==> config.mk <==
export PLATFORM = sky130hd
export DESIGN_NAME = rcc_reset_cause
export DESIGN_NICKNAME = d
export VERILOG_FILES = /design/src/include/rcc_pkg.sv /design/src/rcc_reset_cause.sv
export SDC_FILE = /design/constraint.sdc
export NUM_CORES = 1
export LEC_CHECK = 0
export ABC_AREA = 0
export BUFFER_PORTS_ARGS = -buffer_cell sky130_fd_sc_hd__clkbuf_2
export CORE_UTILIZATION = 44
export CTS_BUF_LIST = sky130_fd_sc_hd__clkbuf_4 sky130_fd_sc_hd__clkbuf_8
export DETAILED_ROUTE_END_ITERATION = 10
export GPL_TIMING_DRIVEN = 0
export HOLD_SLACK_MARGIN = 0.15
export PLACE_DENSITY_LB_ADDON = 0.12
export SLEW_MARGIN = 40
export SYNTH_ARGS = -nofsm -noshare
export SYNTH_HDL_FRONTEND = slang
export SYNTH_SLANG_ARGS = --single-unit
==> constraint.sdc <==
create_clock -name clk_in -period 1.23 [get_ports clk_in]
set_input_delay 0.0615 -clock clk_in [delete_from_list [all_inputs] [get_ports clk_in]]
set_output_delay 0.0615 -clock clk_in [all_outputs]
set_load 0.1 [all_outputs]
==> src/include/rcc_pkg.sv <==
package rcc_pkg;

  // register map
  localparam logic [11:0] RESET_CAUSE_CONTROL_OFF = 12'h000;
  localparam logic [11:0] IRQ_STATUS_OFF          = 12'h004;
  localparam logic [11:0] IRQ_MASK_OFF            = 12'h008;

  // field positions of reset_cause_control
  localparam int TRAP_CONFLICT_BIT   = 15;
  localparam int ILLEGAL_OP_BIT      = 14;
  localparam int SW_BROWNOUT_EN_BIT  = 13;
  localparam int RETENTION_BIT       = 12;
  localparam int DEEP_SLEEP_BIT      = 10;
  localparam int CONFIG_MISMATCH_BIT = 9;
  localparam int SLEEP_MEM_POWER_BIT = 8;
  localparam int EXTERNAL_PIN_BIT    = 7;
  localparam int SOFTWARE_RESET_BIT  = 6;
  localparam int SW_WATCHDOG_EN_BIT  = 5;
  localparam int WATCHDOG_BIT        = 4;
  localparam int SLEEP_BIT           = 3;
  localparam int IDLE_BIT            = 2;
  localparam int BROWNOUT_BIT        = 1;
  localparam int POWER_ON_BIT        = 0;

  // implemented bits (bit 11 unimplemented) and value after power-on
  localparam logic [15:0] CONTROL_IMPL_MASK = 16'hF7FF;
  localparam logic [15:0] CONTROL_RESET_VAL = 16'h0003;
  // bits that are software controls, not event flags
  localparam logic [15:0] CONTROL_SW_MASK   = 16'h3120;
  // event inputs that also reset the core
  localparam logic [15:0] CORE_RESET_EVENTS = 16'hC2D3;

endpackage

==> src/rcc_reset_cause.sv <==
// Local design decisions: the placing of the registers and the APB slave port.
`timescale 1ns/1ps
// Overview of operation
// RL1: master clear pin reset sets bit 7; stays set until software clears it.
// RL2: reset instruction sets bit 6; reads set until software clears it.
// RL3: illegal opcode, address mode or uninitialised pointer resets and sets bit 14.
// RL4: bit 13 written 1 enables brown-out detection; written 0 disables it.
// RL5: bit 8 clear powers memory bias down when regulator enters standby.
// RL6: unprogrammed watchdog fuse keeps watchdog enabled regardless of software bit.
// RL7: software may set or clear any flag; writing never causes a reset.
// RL8: power-on sets power-on and brown-out flags, others zero; bit 11 reads zero.
module rcc_reset_cause (
  input  wire logic        clk_in,
  input  wire logic        sys_rst_in,
  input  wire logic        psel_in,
  input  wire logic        penable_in,
  input  wire logic        pwrite_in,
  input  wire logic [11:0] paddr_in,
  input  wire logic [31:0] pwdata_in,
  input  wire logic [3:0]  pstrb_in,
  output logic      [31:0] prdata_out,
  output logic             pready_out,
  output logic             pslverr_out,
  input  wire logic        master_clear_pin_in,
  input  wire logic        reset_instr_in,
  input  wire logic        illegal_opcode_in,
  input  wire logic        illegal_addr_mode_in,
  input  wire logic        uninit_pointer_in,
  input  wire logic        trap_conflict_in,
  input  wire logic        config_mismatch_in,
  input  wire logic        watchdog_timeout_in,
  input  wire logic        brownout_in,
  input  wire logic        deep_sleep_in,
  input  wire logic        sleep_entry_in,
  input  wire logic        idle_entry_in,
  input  wire logic        regulator_standby_in,
  input  wire logic        watchdog_config_fuse_in,
  output logic             brownout_detect_en_out,
  output logic             watchdog_en_out,
  output logic             memory_bias_en_out,
  output logic             retention_sleep_control_out,
  output logic             core_reset_req_out,
  output logic             irq_out
);

  //////////////////////////////////////////////////////////////////////////////
  typedef struct packed {
    logic [1:0]  pin_sync;
    logic [1:0]  fuse_sync;
    logic        pin_prev;
    logic [15:0] control;
    logic [15:0] irq_status;
    logic [15:0] irq_mask;
    logic [31:0] rdata;
    logic        core_reset;
    logic        bor_en;
    logic        wdt_en;
    logic        bias_en;
    logic        ret_ctl;
  } rcc_state_s;

  rcc_state_s state;
  rcc_state_s next_state;

  // apply byte strobes of a 32-bit write to a 16-bit register
  function automatic logic [15:0] rcc_strobe_write(input logic [15:0] old_val,
                                                   input logic [31:0] wdata,
                                                   input logic [3:0]  strb);
    logic [15:0] res;
    res = old_val;
    if (strb[0]) begin
      res[7:0] = wdata[7:0];
    end
    if (strb[1]) begin
      res[15:8] = wdata[15:8];
    end
    return res;
  endfunction

  //////////////////////////////////////////////////////////////////////////////
  logic        access;
  logic        wr_en;
  logic        rd_en;
  logic        addr_ok;
  logic        pin_rise;
  logic [15:0] events;

  assign access   = psel_in && penable_in;
  assign addr_ok  = (paddr_in == rcc_pkg::RESET_CAUSE_CONTROL_OFF) ||
                    (paddr_in == rcc_pkg::IRQ_STATUS_OFF) ||
                    (paddr_in == rcc_pkg::IRQ_MASK_OFF);
  assign wr_en    = access && pwrite_in && addr_ok;
  assign rd_en    = access && !pwrite_in && addr_ok;
  // the pin is asynchronous: only the second stage is looked at
  assign pin_rise = state.pin_sync[1] && !state.pin_prev;

  always_comb begin
    events = 16'h0000;
    events[rcc_pkg::EXTERNAL_PIN_BIT]    = pin_rise;                                  // [RL1]
    events[rcc_pkg::SOFTWARE_RESET_BIT]  = reset_instr_in;                            // [RL2]
    events[rcc_pkg::ILLEGAL_OP_BIT]      = illegal_opcode_in || illegal_addr_mode_in ||
                                           uninit_pointer_in;                         // [RL3]
    events[rcc_pkg::TRAP_CONFLICT_BIT]   = trap_conflict_in;
    events[rcc_pkg::CONFIG_MISMATCH_BIT] = config_mismatch_in;
    events[rcc_pkg::WATCHDOG_BIT]        = watchdog_timeout_in;
    events[rcc_pkg::BROWNOUT_BIT]        = brownout_in && state.bor_en;
    events[rcc_pkg::DEEP_SLEEP_BIT]      = deep_sleep_in;
    events[rcc_pkg::SLEEP_BIT]           = sleep_entry_in;
    events[rcc_pkg::IDLE_BIT]            = idle_entry_in;
  end

  //////////////////////////////////////////////////////////////////////////////
  always_comb begin
    next_state           = state;
    next_state.pin_sync  = {state.pin_sync[0], master_clear_pin_in};
    next_state.fuse_sync = {state.fuse_sync[0], watchdog_config_fuse_in};
    next_state.pin_prev  = state.pin_sync[1];
    // software write first, then hardware events so a set wins over a clear
    if (wr_en && paddr_in == rcc_pkg::RESET_CAUSE_CONTROL_OFF) begin
      next_state.control = rcc_strobe_write(state.control, pwdata_in, pstrb_in); // [RL7]
    end
    if (wr_en && paddr_in == rcc_pkg::IRQ_MASK_OFF) begin
      next_state.irq_mask = rcc_strobe_write(state.irq_mask, pwdata_in, pstrb_in);
    end
    next_state.control = (next_state.control | events) & rcc_pkg::CONTROL_IMPL_MASK; // [RL1] [RL2] [RL3] [RL8]
    // read of the interrupt status clears it, events of this cycle stay
    if (rd_en && paddr_in == rcc_pkg::IRQ_STATUS_OFF) begin
      next_state.irq_status = events & rcc_pkg::CONTROL_IMPL_MASK;
    end else begin
      next_state.irq_status = (state.irq_status | events) & rcc_pkg::CONTROL_IMPL_MASK;
    end
    // only hardware events reset the core; software writes never do
    next_state.core_reset = |(events & rcc_pkg::CORE_RESET_EVENTS);              // [RL3] [RL7]
    next_state.bor_en  = next_state.control[rcc_pkg::SW_BROWNOUT_EN_BIT];        // [RL4]
    next_state.wdt_en  = state.fuse_sync[1] ||
                         next_state.control[rcc_pkg::SW_WATCHDOG_EN_BIT];        // [RL6]
    next_state.bias_en = next_state.control[rcc_pkg::SLEEP_MEM_POWER_BIT] ||
                         !regulator_standby_in;                                  // [RL5]
    next_state.ret_ctl = next_state.control[rcc_pkg::RETENTION_BIT];
    next_state.rdata   = 32'h0000_0000;
    if (rd_en) begin
      case (paddr_in)
        rcc_pkg::RESET_CAUSE_CONTROL_OFF: next_state.rdata = {16'h0000, state.control};
        rcc_pkg::IRQ_STATUS_OFF:          next_state.rdata = {16'h0000, state.irq_status};
        rcc_pkg::IRQ_MASK_OFF:            next_state.rdata = {16'h0000, state.irq_mask};
        default:                          next_state.rdata = 32'h0000_0000;
      endcase
    end
  end

  always_ff @(posedge clk_in) begin
    if (sys_rst_in) begin
      state            <= '0;
      state.control    <= rcc_pkg::CONTROL_RESET_VAL;                             // [RL8]
      state.irq_status <= 16'h0000;
    end else begin
      state <= next_state;
    end
  end

  //////////////////////////////////////////////////////////////////////////////
  // read data is not registered: it is decoded combinationally from the registers during the access phase
  always_comb begin
    prdata_out = 32'h0000_0000;
    if (rd_en) begin
      case (paddr_in)
        rcc_pkg::RESET_CAUSE_CONTROL_OFF: prdata_out = {16'h0000, state.control};
        rcc_pkg::IRQ_STATUS_OFF:          prdata_out = {16'h0000, state.irq_status};
        rcc_pkg::IRQ_MASK_OFF:            prdata_out = {16'h0000, state.irq_mask};
        default:                          prdata_out = 32'h0000_0000;
      endcase
    end
  end

  assign pready_out                  = 1'b1;
  assign pslverr_out                 = access && !addr_ok;
  assign brownout_detect_en_out      = state.bor_en;
  assign watchdog_en_out             = state.wdt_en;
  assign memory_bias_en_out          = state.bias_en;
  assign retention_sleep_control_out = state.ret_ctl;
  assign core_reset_req_out          = state.core_reset;
  assign irq_out                     = |(state.irq_status & state.irq_mask);

endmodule

==> out/metrics.cfg <==
[power_and_ir_drop]
swShare = 0.324
internal_power_mw = 2.31
clkPwrFrac = 0.286
p_seq_frac = 0.495
switchingPower_mw = 1.10
cellLeakagePower_nw = 1.92
irDropWorstVdd_mv = 0.712
power-per-cell-area_nw_per_um2 = 778
combPwrFrac = 0.219

[cts]
clock-sinks = 49
clk_pin_slew_ns = 0.10
clock_latency_ns = 0.32
cts_buffer_depth = 2
hold_buffers = 29
root_buffer = clkbuf_8
cts_made_buffers = 5
tritoncts = done
htree_num_levels = 2

[critical_path]
crit_family = buffers and inverters
slowest_delay_ns = 0.31
worstPathCellList = buf_6 -> nor4_4 -> buf_4 -> buf_6 -> nand2_8 -> clkbuf_16 -> a2bb2oi_2 -> nor2_2 -> clkbuf_16
critical_path_class = primary input to output port
critPathLaunchType = primary input
required_ns = 1.17
crit_arrival_ns = 1.59
worstPathMaxFanout = 5
path_buf_inv = 5
crit_slowest_cell = nor4_4
end_kind = output port

[sta]
period_share = 1.34
worstMarginPinSlew_ns = 0.651
hold_ws_ns = 0.0998
final_hold_viol_count = 0
fin_skew_ns = 0.0140
fmax_mhz = 606
slew_violations = 0
setup_viol = 41
rsz0062_at_grt = true
layout_setup_ws_ns = -0.421
max_slew_margin = 0.566
layout_min_cycle_time_ns = 1.65

[routing]
num_vias = 2627
drc_errors = 0
ant_nets = 0
wl_per_cell_um = 19.7
vias_per_cell = 5.63
dr.pass1.iters = 5
drt_wl_total_um = 9190
drt_iter0_drc = 229

[synth]
netlist_instances = 262
avgSynthCellArea_um2 = 9.38
ys_types = 40
synth_warnings = 0
yosysTopAreaCell = dfxtp_1
synth-edff-count = 0
synth_seq_cells = 49
synth_flop_cell = dfxtp_1
synth_area_um2 = 2460
synth_top_area_frac = 0.399
synthTopCellsByArea = dfxtp_1, buf_4, mux2i_1
async_flop_share = 0
ys_seq_area_frac = 0.399

[floorplan]
dieArea_um2 = 5890
initial_core_util = 0.469
coreArea_um2 = 5240
ios = 107
die_y_um = 76.7
fp-row-count = 26
die_x_um = 76.7

[finish]
regArea_um2 = 987
utilization = 0.837
final_cell_mix = clkbuf_2, dfxtp_1, buf_4
areaGrowthSynthToFinish_pct = 78.5
num-fill-cells = 280
fin_nets = 463
multi_input_area_um2 = 1580
layout_commonest_cell = clkbuf_2
n_antenna_cell = 0
drive_gt1_frac = 0.499

[run]
drv_cap = 0

[global_route]
antenna_found_initial = 0
grt_pass1_vias = 2459
grt_max_degree = 16
grt_util_all_layers = 0.278
grt_overflow = 0
grt_pass1_wl_um = 12500

[placement]
gp_congestion = 0.801
hpwl_um = 4550
io_buffer_count = 70

[status]
violations = negative setup slack
status = finished, violations left

[worst_hold_path]
holdCritPathClass = primary input to flop

repair_timing:
item | 4_1_cts | 5_1_grt
gates cloned | 3 | 2
resized for setup | 101 | 43
pin swaps | 27 | 17
endpoints found under the hold margin | 43 | 1
setup buffers | 19 | 7
endpoints found under the setup margin | 40 | 52
kinds of logic after synthesis:
| group | Yosys count | share of synthesized area |
|---|---|---|
| and+or+nand+nor | 84 | 0.196 |
| AOI/OAI and AO/OA | 54 | 0.177 |
| buffers and inverters | 51 | 0.136 |
| muxes | 22 | 0.0896 |
| DFF | 49 | 0.399 |
| other | 2 | 0.00306 |
tightest hold or removal path: cells and delay by family:
kind,cells,cell delay [ns]
AOI/OAI and AO/OA,1,0.16
and+or+nand+nor,1,0.09
buffers and inverters,1,0.08
sequential cells by signal, indices dropped and copies added, names as in the netlist:
| name | flops |
|---|---|
| next_state | 3 |
| core_reset_req_out | 1 |
| watchdog_en_out | 1 |
| memory_bias_en_out | 1 |
| state | 43 |
power groups by stage:
stage	clock network [mW]	registers, mW	logic [mW]
3_3_place_gp	0	1.71	0.563
5_1_grt	1.04	1.69	0.777
4_1_cts	0.971	1.68	0.683
6_report	0.974	1.69	0.748
3_5_place_dp	0	1.71	0.567
2_1_floorplan	0	1.74	0.391
layout make-up:
cell class,instances,area share
multi-input combinational,177,0.359
timing repair buffer,130,0.316
sequential,49,0.225
buffer,29,0.0568
tap,70,0.0200
clock buffer,5,0.0157
clock inverter,3,0.00399
inverter,4,0.00342
layer usage:
layer  wire (µm)  up-vias  global-route usage
li1            -     1169                   -
met1        3560     1221               0.335
met2        4460      194               0.465
met3         727       43              0.0560
met4         440        0               0.144
met5           0        -                   0
Yosys cell counts (all sizes together) (2+ instances only):
cell type	instances
mux2i	22
nand4	5
nor2b	5
nor4b	2
nor3	8
a22o	8
nand2b	2
nor2	44
clkbuf	8
a21oi	3
a22oi	18
a211oi	7
conb	2
and4	2
a2bb2oi	10
dfxtp	49
nor3b	2
o2bb2ai	3
a311oi	2
nand2	4
inv	3
nor4	4
and3	2
buf	39
stage by stage:
stage	instances	TNS [ns]	instance area (µm²)	power (mW)	worst slack [ns]
after global routing	467	-10.04	4390	3.51	-0.491
after global placement	417	-26.83	3260	2.28	-0.864
after floorplan	277	-3.41	2820	2.13	-0.433
final	467	-7.17	4390	3.41	-0.421
after CTS	462	-5.25	4150	3.34	-0.337
after detailed placement	417	-28.23	3260	2.28	-0.879
path summary, 6_finish.rpt:
kind / start / endpoint / slack [ns] / cells after the start
worst min register to register: state[87] / watchdog_en_out / 0.44 / 2
worst max-delay path: paddr_in[6] / prdata_out[1] / -0.42 / 9
worst max register to register: state[85] / state[76] / 0.21 / 3
worst min-delay path: illegal_addr_mode_in / state[67] / 0.1 / 3
Power figures use the tool's default switching activity.
